File: config.mk
export PLATFORM = sky130hd
export DESIGN_NAME = fcs_regs
export DESIGN_NICKNAME = d
export VERILOG_FILES = /design/src/fcs_flag_filter.v /design/src/fcs_regs.v
export VERILOG_INCLUDE_DIRS = /design/src /design/src/src
export SDC_FILE = /design/constraint.sdc
export NUM_CORES = 1
export LEC_CHECK = 0
export BUFFER_PORTS_ARGS = -buffer_cell sky130_fd_sc_hd__buf_2
export CORE_MARGIN = 4
export CORE_UTILIZATION = 26
export CTS_CLUSTER_DIAMETER = 50
export DETAILED_ROUTE_END_ITERATION = 6
export PLACE_DENSITY = 0.39
export SLEW_MARGIN = 20
export SYNTH_ARGS = -nofsm -noshare
export SYNTH_HDL_FRONTEND = slang
export SYNTH_SLANG_ARGS = --single-unit
File: constraint.sdc
create_clock -name mclk -period 5.6 [get_ports mclk]
set_input_delay 1.12 -clock mclk [delete_from_list [all_inputs] [get_ports mclk]]
set_output_delay 1.12 -clock mclk [all_outputs]
set_load 0.03 [all_outputs]
File: src/fcs_consts.vh
`ifndef FCS_CONSTS_VH
`define FCS_CONSTS_VH

// ==========================================================
// Register offsets
`define FCS_OFS_PIN_DIR 8'h08
`define FCS_OFS_DIG_MASK 8'h0b
`define FCS_OFS_SPECIAL_FUNC 8'h0c
`define FCS_OFS_ERROR_CFG 8'h0d
`define FCS_OFS_TEST_CAL 8'h0e
`define FCS_OFS_EXCITATION 8'h0f
`define FCS_OFS_CAL_TRIGGER 8'h2a
`define FCS_OFS_STATUS 8'h30
`define FCS_OFS_CLOCK_CFG 8'h31
`define FCS_OFS_SELECTOR 8'h32
`define FCS_OFS_TEST_SWITCH 8'h33

// ==========================================================
// Writable masks
`define FCS_WMASK_PIN_DIR 8'h7f
`define FCS_WMASK_DIG_MASK 8'h03
`define FCS_WMASK_SPECIAL_FUNC 8'h3f
`define FCS_WMASK_ERROR_CFG 8'h8f
`define FCS_WMASK_TEST_CAL 8'hff
`define FCS_WMASK_EXCITATION 8'hcf
`define FCS_WMASK_CLOCK_CFG 8'h0f
`define FCS_WMASK_SELECTOR 8'h07
`define FCS_WMASK_TEST_SWITCH 8'h03

// ==========================================================
// Reset values
`define FCS_RST_PIN_DIR 8'h00
`define FCS_RST_DIG_MASK 8'h00
`define FCS_RST_SPECIAL_FUNC 8'h00
`define FCS_RST_ERROR_CFG 8'h04
`define FCS_RST_TEST_CAL 8'h00
`define FCS_RST_EXCITATION 8'h00
`define FCS_RST_CLOCK_CFG 8'h04
`define FCS_RST_SELECTOR 8'h00
`define FCS_RST_TEST_SWITCH 8'h00

// ==========================================================
// Field positions
`define FCS_SF_CLK_OUT 5
`define FCS_SF_EXT_CLK 4
`define FCS_SF_FAULT_OUT 3
`define FCS_SF_BUSY_OUT 2
`define FCS_EC_LATCH_DIS 7
`define FCS_TC_GAIN_UP 7
`define FCS_TC_CAL_FULL 6
`define FCS_CLK_OUT_SEL 3
`define FCS_EX_CONNECT 6
`define FCS_SEL_GAIN_LO 2

// ==========================================================
// Diagnostic source codes on the output side
`define FCS_DIAG_AG_AG 3'h0
`define FCS_DIAG_DG_AG 3'h1
`define FCS_DIAG_AG_DG 3'h2
`define FCS_DIAG_DG_DG 3'h3
`define FCS_DIAG_POS20 3'h4
`define FCS_DIAG_NEG20 3'h5
`define FCS_DIAG_NONE 3'h7

// Scale gain codes: 1, 1.25, 1.375
`define FCS_GAIN_X1 2'h0
`define FCS_GAIN_X1P25 2'h1
`define FCS_GAIN_X1P375 2'h2

// ==========================================================
// Timing
`define FCS_MCLK_HZ 40'd200000000
`define FCS_CAL_P1_S 40'd33
`define FCS_CAL_P2_S 40'd132
`define FCS_CAL_P3_S 40'd495
`define FCS_INT_CLK_HZ 32'd1000000
`define FCS_INT_HALF_CYC (32'd200000000 / (32'd2 * `FCS_INT_CLK_HZ))
`define FCS_CAL_QUICK_CYC 13'd1000
`define FCS_CAL_FULL_CYC 13'd4000

`endif

File: src/fcs_flag_filter.v
`timescale 1ns/10ps
`default_nettype none
`include "fcs_consts.vh"

module fcs_flag_filter (
   input wire mclk,
   input wire rst_n,
   input wire err_cond,
   input wire mask,
   input wire latch_dis,
   input wire [6:0] delay_cyc,
   input wire clear,
   output reg flag_q
);

   reg [6:0] cnt_q;

   // ==========================================================
   // Flag state; masking wins over everything but reset
   always @(posedge mclk) begin
      if (!rst_n) begin
         flag_q <= 1'b0;
         cnt_q <= 7'h00;
      end else if (mask) begin
         flag_q <= 1'b0;
         cnt_q <= 7'h00;
      end else if (!latch_dis) begin
         // Set wins over a clear in the same cycle
         flag_q <= err_cond | (flag_q & ~clear);
         cnt_q <= 7'h00;
      end else if (!err_cond) begin
         flag_q <= 1'b0;
         cnt_q <= 7'h00;
      end else if (cnt_q >= delay_cyc) begin
         flag_q <= 1'b1;
      end else begin
         cnt_q <= cnt_q + 7'h01;
      end
   end

endmodule
`default_nettype wire

File: src/fcs_regs.v
`timescale 1ns/10ps
`default_nettype none
`include "fcs_consts.vh"

module fcs_regs #(
   parameter [39:0] SCHED_P1_CYC = `FCS_CAL_P1_S * `FCS_MCLK_HZ,
   parameter [39:0] SCHED_P2_CYC = `FCS_CAL_P2_S * `FCS_MCLK_HZ,
   parameter [39:0] SCHED_P3_CYC = `FCS_CAL_P3_S * `FCS_MCLK_HZ
) (
   input wire mclk,
   input wire rst_n,
   input wire [7:0] reg_addr,
   input wire [7:0] reg_wdata,
   input wire reg_wr,
   input wire reg_rd,
   output reg [7:0] reg_rdata_q,
   input wire memmap_checksum_fault,
   input wire rom_checksum_fault,
   input wire [4:0] gp_in,
   output reg [4:0] gp_out_q,
   output reg [4:0] gp_oe_q,
   output reg ext_clk_mode_q,
   output reg ext_tick_q,
   output reg [1:0] err_flags_q,
   output reg cal_busy_q,
   output reg cal_full_q,
   output reg inputs_connected_q,
   output reg [1:0] scale_gain_q,
   output reg [2:0] diag_src_q,
   output reg diag_connect_q,
   output reg excitation_connect_q,
   output reg [3:0] excitation_level_q
);

   localparam ST_IDLE = 1'b0;
   localparam ST_RUN = 1'b1;

   // ==========================================================
   // Persistence code to cycle count
   function [6:0] delay_of;
      input [3:0] code;
      begin
         case (code)
            4'h9: delay_of = 7'd12;
            4'ha: delay_of = 7'd16;
            4'hb: delay_of = 7'd24;
            4'hc: delay_of = 7'd32;
            4'hd: delay_of = 7'd48;
            4'he: delay_of = 7'd64;
            4'hf: delay_of = 7'd127;
            default: delay_of = {3'h0, code};
         endcase
      end
   endfunction

   // Write with reserved bits kept at zero
   function [7:0] masked;
      input [7:0] data;
      input [7:0] wmask;
      begin
         masked = data & wmask;
      end
   endfunction

   reg [7:0] pin_dir_q;
   reg [7:0] dig_mask_q;
   reg [7:0] special_func_q;
   reg [7:0] error_cfg_q;
   reg [7:0] test_cal_q;
   reg [7:0] excitation_q;
   reg [7:0] clock_cfg_q;
   reg [7:0] selector_q;
   reg [7:0] test_switch_q;
   reg trig_q;
   reg [1:0] clr_q;
   reg [4:0] gp_meta_q;
   reg [4:0] gp_sync_q;
   reg pin4_prev_q;
   reg [6:0] ext_cnt_q;
   reg [31:0] int_cnt_q;
   reg int_clk_a_q;
   reg int_clk_b_q;
   reg [39:0] sched_cnt_q;
   reg [1:0] sched_mode_q;
   reg state_q;
   reg [12:0] run_cnt_q;
   reg [7:0] rdata_d;
   reg [39:0] period_d;
   reg [2:0] diag_d;
   wire [1:0] flags;
   wire ext_mode;
   wire sched_hit;
   wire cal_start;

   // ==========================================================
   // Register writes; trigger and flag clears are one-cycle pulses
   always @(posedge mclk) begin
      if (!rst_n) begin
         pin_dir_q <= `FCS_RST_PIN_DIR;
         dig_mask_q <= `FCS_RST_DIG_MASK;
         special_func_q <= `FCS_RST_SPECIAL_FUNC;
         error_cfg_q <= `FCS_RST_ERROR_CFG;
         test_cal_q <= `FCS_RST_TEST_CAL;
         excitation_q <= `FCS_RST_EXCITATION;
         clock_cfg_q <= `FCS_RST_CLOCK_CFG;
         selector_q <= `FCS_RST_SELECTOR;
         test_switch_q <= `FCS_RST_TEST_SWITCH;
         trig_q <= 1'b0;
         clr_q <= 2'h0;
      end else begin
         trig_q <= 1'b0;
         clr_q <= 2'h0;
         if (reg_wr) begin
            case (reg_addr)
               `FCS_OFS_PIN_DIR: pin_dir_q <= masked(reg_wdata, `FCS_WMASK_PIN_DIR);
               `FCS_OFS_DIG_MASK: dig_mask_q <= masked(reg_wdata, `FCS_WMASK_DIG_MASK);
               `FCS_OFS_SPECIAL_FUNC: begin
                  special_func_q <= masked(reg_wdata, `FCS_WMASK_SPECIAL_FUNC);
               end
               `FCS_OFS_ERROR_CFG: error_cfg_q <= masked(reg_wdata, `FCS_WMASK_ERROR_CFG);
               `FCS_OFS_TEST_CAL: test_cal_q <= masked(reg_wdata, `FCS_WMASK_TEST_CAL);
               `FCS_OFS_EXCITATION: begin
                  excitation_q <= masked(reg_wdata, `FCS_WMASK_EXCITATION);
               end
               `FCS_OFS_CAL_TRIGGER: trig_q <= reg_wdata[0];
               `FCS_OFS_STATUS: clr_q <= reg_wdata[1:0];
               `FCS_OFS_CLOCK_CFG: clock_cfg_q <= masked(reg_wdata, `FCS_WMASK_CLOCK_CFG);
               `FCS_OFS_SELECTOR: selector_q <= masked(reg_wdata, `FCS_WMASK_SELECTOR);
               `FCS_OFS_TEST_SWITCH: begin
                  test_switch_q <= masked(reg_wdata, `FCS_WMASK_TEST_SWITCH);
               end
               default: ;
            endcase
         end
      end
   end

   // ==========================================================
   // Read mux; unmapped and write-only offsets read zero
   always @* begin
      rdata_d = 8'h00;
      case (reg_addr)
         `FCS_OFS_PIN_DIR: rdata_d = pin_dir_q;
         `FCS_OFS_DIG_MASK: rdata_d = dig_mask_q;
         `FCS_OFS_SPECIAL_FUNC: rdata_d = special_func_q;
         `FCS_OFS_ERROR_CFG: rdata_d = error_cfg_q;
         `FCS_OFS_TEST_CAL: rdata_d = test_cal_q;
         `FCS_OFS_EXCITATION: rdata_d = excitation_q;
         `FCS_OFS_STATUS: rdata_d = {4'h0, ext_clk_mode_q, cal_busy_q, err_flags_q};
         `FCS_OFS_CLOCK_CFG: rdata_d = clock_cfg_q;
         `FCS_OFS_SELECTOR: rdata_d = selector_q;
         `FCS_OFS_TEST_SWITCH: rdata_d = test_switch_q;
         default: rdata_d = 8'h00;
      endcase
   end

   // Read data stands only in the cycle after the strobe
   always @(posedge mclk) begin
      if (!rst_n) begin
         reg_rdata_q <= 8'h00;
      end else begin
         reg_rdata_q <= reg_rd ? rdata_d : 8'h00;
      end
   end

   // ==========================================================
   // Error flag filters, one per checksum flag
   genvar gi;
   generate
      for (gi = 0; gi < 2; gi = gi + 1) begin : g_flag
         fcs_flag_filter u_filter (
            .mclk(mclk),
            .rst_n(rst_n),
            .err_cond(gi == 0 ? rom_checksum_fault : memmap_checksum_fault),
            .mask(dig_mask_q[gi]),
            .latch_dis(error_cfg_q[`FCS_EC_LATCH_DIS]),
            .delay_cyc(delay_of(error_cfg_q[3:0])),
            .clear(clr_q[gi]),
            .flag_q(flags[gi])
         );
      end
   endgenerate

   // ==========================================================
   // Pin input synchroniser; first stage feeds only the second
   always @(posedge mclk) begin
      if (!rst_n) begin
         gp_meta_q <= 5'h00;
         gp_sync_q <= 5'h00;
      end else begin
         gp_meta_q <= gp_in;
         gp_sync_q <= gp_meta_q;
      end
   end

   // ==========================================================
   // External clock on pin 4: count edges, emit one tick per divide
   assign ext_mode = ~pin_dir_q[4] & special_func_q[`FCS_SF_EXT_CLK];

   always @(posedge mclk) begin
      if (!rst_n) begin
         pin4_prev_q <= 1'b0;
         ext_cnt_q <= 7'h00;
         ext_tick_q <= 1'b0;
         ext_clk_mode_q <= 1'b0;
      end else begin
         pin4_prev_q <= gp_sync_q[4];
         ext_clk_mode_q <= ext_mode;
         ext_tick_q <= 1'b0;
         if (!ext_mode) begin
            ext_cnt_q <= 7'h00;
         end else if (gp_sync_q[4] & ~pin4_prev_q) begin
            // Divide by 2^code; reset code 4 gives 16
            if (ext_cnt_q == ((7'h01 << clock_cfg_q[2:0]) - 7'h01)) begin
               ext_cnt_q <= 7'h00;
               ext_tick_q <= 1'b1;
            end else begin
               ext_cnt_q <= ext_cnt_q + 7'h01;
            end
         end
      end
   end

   // ==========================================================
   // Internal clocks for pin 4: 1 MHz and half of it
   always @(posedge mclk) begin
      if (!rst_n) begin
         int_cnt_q <= 32'h0;
         int_clk_a_q <= 1'b0;
         int_clk_b_q <= 1'b0;
      end else if (int_cnt_q == `FCS_INT_HALF_CYC - 32'h1) begin
         int_cnt_q <= 32'h0;
         int_clk_a_q <= ~int_clk_a_q;
         if (int_clk_a_q) begin
            int_clk_b_q <= ~int_clk_b_q;
         end
      end else begin
         int_cnt_q <= int_cnt_q + 32'h1;
      end
   end

   // ==========================================================
   // Calibration schedule timer; restarts when the interval changes
   always @* begin
      case (test_cal_q[5:4])
         2'h1: period_d = SCHED_P1_CYC;
         2'h2: period_d = SCHED_P2_CYC;
         2'h3: period_d = SCHED_P3_CYC;
         default: period_d = 40'h0;
      endcase
   end

   assign sched_hit = (test_cal_q[5:4] != 2'h0) && (sched_cnt_q >= period_d - 40'h1);
   // One-shot trigger only counts with the schedule off
   assign cal_start = sched_hit | (trig_q & (test_cal_q[5:4] == 2'h0));

   always @(posedge mclk) begin
      if (!rst_n) begin
         sched_cnt_q <= 40'h0;
         sched_mode_q <= 2'h0;
      end else begin
         sched_mode_q <= test_cal_q[5:4];
         if (test_cal_q[5:4] == 2'h0 || test_cal_q[5:4] != sched_mode_q || sched_hit) begin
            sched_cnt_q <= 40'h0;
         end else begin
            sched_cnt_q <= sched_cnt_q + 40'h1;
         end
      end
   end

   // ==========================================================
   // Calibration sequencer; a start while running is ignored
   always @(posedge mclk) begin
      if (!rst_n) begin
         state_q <= ST_IDLE;
         run_cnt_q <= 13'h0;
         cal_busy_q <= 1'b0;
         cal_full_q <= 1'b0;
         inputs_connected_q <= 1'b1;
      end else begin
         case (state_q)
            ST_IDLE: begin
               if (cal_start) begin
                  state_q <= ST_RUN;
                  cal_full_q <= test_cal_q[`FCS_TC_CAL_FULL];
                  run_cnt_q <= test_cal_q[`FCS_TC_CAL_FULL] ?
                     `FCS_CAL_FULL_CYC - 13'h1 : `FCS_CAL_QUICK_CYC - 13'h1;
                  cal_busy_q <= 1'b1;
                  inputs_connected_q <= 1'b0;
               end
            end
            ST_RUN: begin
               if (run_cnt_q == 13'h0) begin
                  state_q <= ST_IDLE;
                  cal_busy_q <= 1'b0;
                  inputs_connected_q <= 1'b1;
               end else begin
                  run_cnt_q <= run_cnt_q - 13'h1;
               end
            end
            default: state_q <= ST_IDLE;
         endcase
      end
   end

   // ==========================================================
   // Diagnostic source decode; unlisted codes connect nothing
   always @* begin
      case (test_cal_q[3:0])
         4'h0: diag_d = `FCS_DIAG_AG_AG;
         4'h1: diag_d = `FCS_DIAG_DG_AG;
         4'h4: diag_d = `FCS_DIAG_AG_DG;
         4'h5: diag_d = `FCS_DIAG_DG_DG;
         4'ha: diag_d = `FCS_DIAG_POS20;
         4'hf: diag_d = `FCS_DIAG_NEG20;
         default: diag_d = `FCS_DIAG_NONE;
      endcase
   end

   // ==========================================================
   // Registered analog controls and pin drive
   always @(posedge mclk) begin
      if (!rst_n) begin
         err_flags_q <= 2'h0;
         scale_gain_q <= `FCS_GAIN_X1;
         diag_src_q <= `FCS_DIAG_NONE;
         diag_connect_q <= 1'b0;
         excitation_connect_q <= 1'b0;
         excitation_level_q <= 4'h0;
         gp_out_q <= 5'h00;
         gp_oe_q <= 5'h00;
      end else begin
         err_flags_q <= flags;
         // Lower bit sits beside the selector bits and dominates the upper one
         if (selector_q[`FCS_SEL_GAIN_LO]) begin
            scale_gain_q <= `FCS_GAIN_X1P375;
         end else if (test_cal_q[`FCS_TC_GAIN_UP]) begin
            scale_gain_q <= `FCS_GAIN_X1P25;
         end else begin
            scale_gain_q <= `FCS_GAIN_X1;
         end
         diag_src_q <= diag_d;
         diag_connect_q <= (&test_switch_q[1:0]) && (diag_d != `FCS_DIAG_NONE);
         excitation_connect_q <= excitation_q[`FCS_EX_CONNECT];
         excitation_level_q <= excitation_q[3:0];
         gp_oe_q <= pin_dir_q[4:0];
         gp_out_q[4] <= special_func_q[`FCS_SF_CLK_OUT] &
            (clock_cfg_q[`FCS_CLK_OUT_SEL] ? int_clk_b_q : int_clk_a_q);
         gp_out_q[3] <= special_func_q[`FCS_SF_FAULT_OUT] & (|flags);
         gp_out_q[2] <= special_func_q[`FCS_SF_BUSY_OUT] & cal_busy_q;
         gp_out_q[1:0] <= special_func_q[1:0] & selector_q[1:0];
      end
   end

endmodule
`default_nettype wire

==> impl_metrics.py <==
metrics = {
    "outcome": {
        "status": "completed",
    },
    "timing": {
        "hold_viol_final": 0,
        "fin_setup_tns_ns": 0,
        "rsz0062_at_grt": "false",
        "worst_slew_pin_slew_ns": 0.912,
        "fin_crit_ns": 4.34,
        "drv_slew": 0,
        "period_share": 0.774,
        "setup_viol": 0,
        "skew_ns": 0.00880,
        "max_freq_ghz": 0.231,
        "relSlewSlack": 0.391,
    },
    "die": {
        "design.portCount": 63,
        "start_util": 0.265,
        "core_area_um2": 35800,
        "die-area_um2": 39600,
        "num_rows": 69,
        "die_w_um": 199,
        "die_h_um": 199,
    },
    "setup_path": {
        "cp_max_fo": 28,
        "crit_arrival_ns": 4.71,
        "required_ns": 5.97,
        "crit_start": "test_cal_q[5]$_SDFFE_PN0P_",
        "r2r_cells": 12,
        "r2r-start": "test_cal_q[5]$_SDFFE_PN0P_",
        "worstSetupPathType": "flip-flop to flip-flop",
        "cp-end-kind": "flip-flop",
        "cp-start-kind": "flip-flop",
    },
    "finish": {
        "nets": 1213,
        "area_delta_synth_final_pct": 14.1,
        "final_cell_area_um2": 10800,
        "drive_above_1_share": 0.106,
    },
    "min_path": {
        "min_path_cells": 1,
        "min-delay-start": "gp_meta_q[4]$_SDFF_PN0_",
        "hold_path_class": "flip-flop to flip-flop",
    },
    "logic_synthesis": {
        "post-synth-top-area-cell": "dfxtp_1",
        "ys_top_cells_by_area": "dfxtp_1 (42%), ha_1 (7.6%), nor2_1 (5.7%)",
        "syn-mean-instance-area_um2": 8.75,
        "yosysTopAreaCellShare": 0.417,
        "yosysSeqAreaShare": 0.417,
        "ys_warn_count": 0,
        "synth_ff_type": "dfxtp_1",
        "async_flop_share": 0,
        "synth_edf_count": 0,
        "syn_inst": 1085,
        "ys_ff_latch": 198,
        "synth_cell_types": 71,
        "netlist_area_um2": 9500,
        "syn-num-nets": 1170,
    },
    "placement": {
        "placed_cell_area_um2": 10300,
        "port_buffers": 58,
        "gp_congestion": 0.767,
        "hpwlAfterDp_um": 17500,
    },
    "routing": {
        "totalWireLength_um": 24400,
        "viasPerCell": 4.71,
        "vias": 7543,
        "ant_nets": 0,
        "route.detailed.drc": 0,
        "wl_per_cell_um": 15.3,
        "dr.pass1.iters": 5,
        "drtIter0Drc": 349,
    },
    "clocking": {
        "cts.sinks": 198,
        "hold_buffers": 0,
        "clkLatencyLatePin_ns": 0.43,
        "post_cts_resized": 0,
        "cts.clk_slew.worst_paths_ns": 0.07,
        "numCtsBuffers": 17,
        "cts_max_level": 4,
        "cts_root_buf": "clkbuf_16",
        "post_cts_buffers": 0,
        "cts_buffer_depth": 2,
        "cts_tree": "done",
    },
    "global_route": {
        "grt_pass1_wl_um": 39800,
        "grt_max_degree": 56,
        "grt_usage": 0.125,
        "antenna_found_initial": 1,
        "grt-ovfl-total": 0,
        "first_global_vias": 7178,
    },
    "pwr": {
        "p_sw_mw": 0.618,
        "power_density_nw_per_um2": 250,
        "power_leakage_nw": 4.23,
        "sw_frac_of_total": 0.228,
        "clkPwrFrac": 0.449,
        "peakVddDrop_v": 0.000217,
        "intPower_mw": 2.10,
        "comb_power_share": 0.028,
        "seqPwrFrac": 0.523,
    },
    "flow_run": {
        "maxCapViolCount": 0,
    },
}
## path summary, 6_finish.rpt
kind	to	slack (ns)
setup / recovery	sched_cnt_q[39]$_SDFF_PP0_	1.26
hold / removal	gp_sync_q[4]$_SDFF_PN0_	0.44
setup reg to reg	sched_cnt_q[39]$_SDFF_PP0_	1.26
hold reg to reg	gp_sync_q[4]$_SDFF_PN0_	0.44
## critical path, stage by stage, from the launching register on
cell	delay, ns
dfxtp_1	0.54
inv_1	0.18
ha_1	0.25
inv_1	0.41
ha_1	0.36
a21oi_1	0.16
nand2_1	0.07
a211o_1	0.28
or4_4	0.50
nor2_1	0.32
nand4_1	0.67
buf_12	0.42
nor2_1	0.11
## placed cells by master, fill, tap and decap left out, types with 9 or more instances in the layout
cell type | synthesis | final
a21oi_1 | 62 | 62
and2_1 | 27 | 27
and3_1 | 14 | 14
and4_1 | 9 | 9
buf_2 | 4 | 58
clkbuf_16 | 0 | 17
dfxtp_1 | 198 | 198
ha_1 | 58 | 58
inv_1 | 15 | 15
mux2i_1 | 32 | 32
nand2_1 | 116 | 116
nand3_1 | 66 | 66
nand4_1 | 23 | 23
nor2_1 | 144 | 144
nor3_1 | 17 | 17
nor4_1 | 13 | 13
o21ai_0 | 27 | 26
or3_1 | 14 | 14
xnor2_1 | 29 | 29
xor2_1 | 58 | 58
## power groups by stage
| stage | clock (mW) | combinational [mW] | sequential (mW) |
|---|---|---|---|
| after floorplan | 0 | 0.0416 | 1.45 |
| after global placement | 0 | 0.0774 | 1.45 |
| after detailed placement | 0 | 0.0772 | 1.45 |
| after CTS | 1.27 | 0.0775 | 1.42 |
| after global routing | 1.33 | 0.0839 | 1.42 |
| final | 1.22 | 0.0758 | 1.42 |
## synth_stat cells (6+ instances only)
library cell,number
o21ai_0,27
or3_1,14
a22oi_1,6
nand3_1,66
clkbuf_1,34
o21a_1,7
a21oi_1,62
xnor2_1,29
inv_1,15
xor2_1,58
nand4_1,23
or4_1,6
mux2i_1,32
and2_1,27
nor2_1,144
nor3_1,17
nand2_1,116
nor2b_1,8
a211oi_1,6
a21o_1,8
dfxtp_1,198
ha_1,58
and3_1,14
nand2b_1,6
nor4_1,13
and4_1,9
## through the flow
step,utilization,setup slack (ns),std cells,power [mW],hold WS [ns]
floorplan,-,2.44,1085,1.50,0.412
global placement,0.287,1.25,1570,1.53,0.431
detailed placement,0.287,1.21,1570,1.53,0.434
CTS,0.302,1.19,1601,2.77,0.452
global route,0.302,0.848,1601,2.83,0.462
finish,0.302,1.26,1602,2.71,0.440
## kinds of logic (layout without fill, tap and decap cells)
| group | count (synthesis) | after routing | share of synthesized area |
|---|---|---|---|
| mux | 37 | 37 | 0.0432 |
| buf+inv | 59 | 114 | 0.0246 |
| fa+ha+maj | 58 | 58 | 0.0764 |
| compound gates | 160 | 160 | 0.108 |
| xor+xnor | 87 | 87 | 0.0802 |
| simple gates | 486 | 486 | 0.250 |
| other cells | 0 | 1 | 0 |
| flops | 198 | 198 | 0.417 |
## layer usage
layer | share of wire | up-vias | routed length [µm] | track usage
met4 | 0.0089 | 2 | 218 | 0.0281
met2 | 0.43 | 88 | 10500 | 0.185
met1 | 0.52 | 3548 | 12800 | 0.186
li1 | - | 3890 | - | -
met5 | 0.00049 | - | 12 | 0
met3 | 0.036 | 15 | 873 | 0.0266
## flip-flops by register name, indices dropped and copies added, names as in the netlist, 3 cells and up
name / count
reg_rdata_q: 8
gp_oe_q: 5
diag_src_q: 3
int_cnt_q: 32
excitation_level_q: 4
test_cal_q: 8
gp_out_q: 5
excitation_q: 6
run_cnt_q: 13
sched_cnt_q: 40
g_flag.u_filter.cnt_q: 14
special_func_q: 6
selector_q: 3
ext_cnt_q: 7
pin_dir_q: 7
clock_cfg_q: 4
error_cfg_q: 5
## layout make-up
| class | instances | area [µm²] |
|---|---|---|
| antenna | 1 | 2.50 |
| clock buffer | 20 | 437 |
| clock inverter | 11 | 125 |
| fill | 3857 | 25000 |
| inverter | 16 | 60.1 |
| multi-input combinational | 828 | 5300 |
| sequential | 198 | 3960 |
| tap | 461 | 577 |
| timing repair buffer | 67 | 370 |
Note: power is estimated with default switching activity, not from simulation.
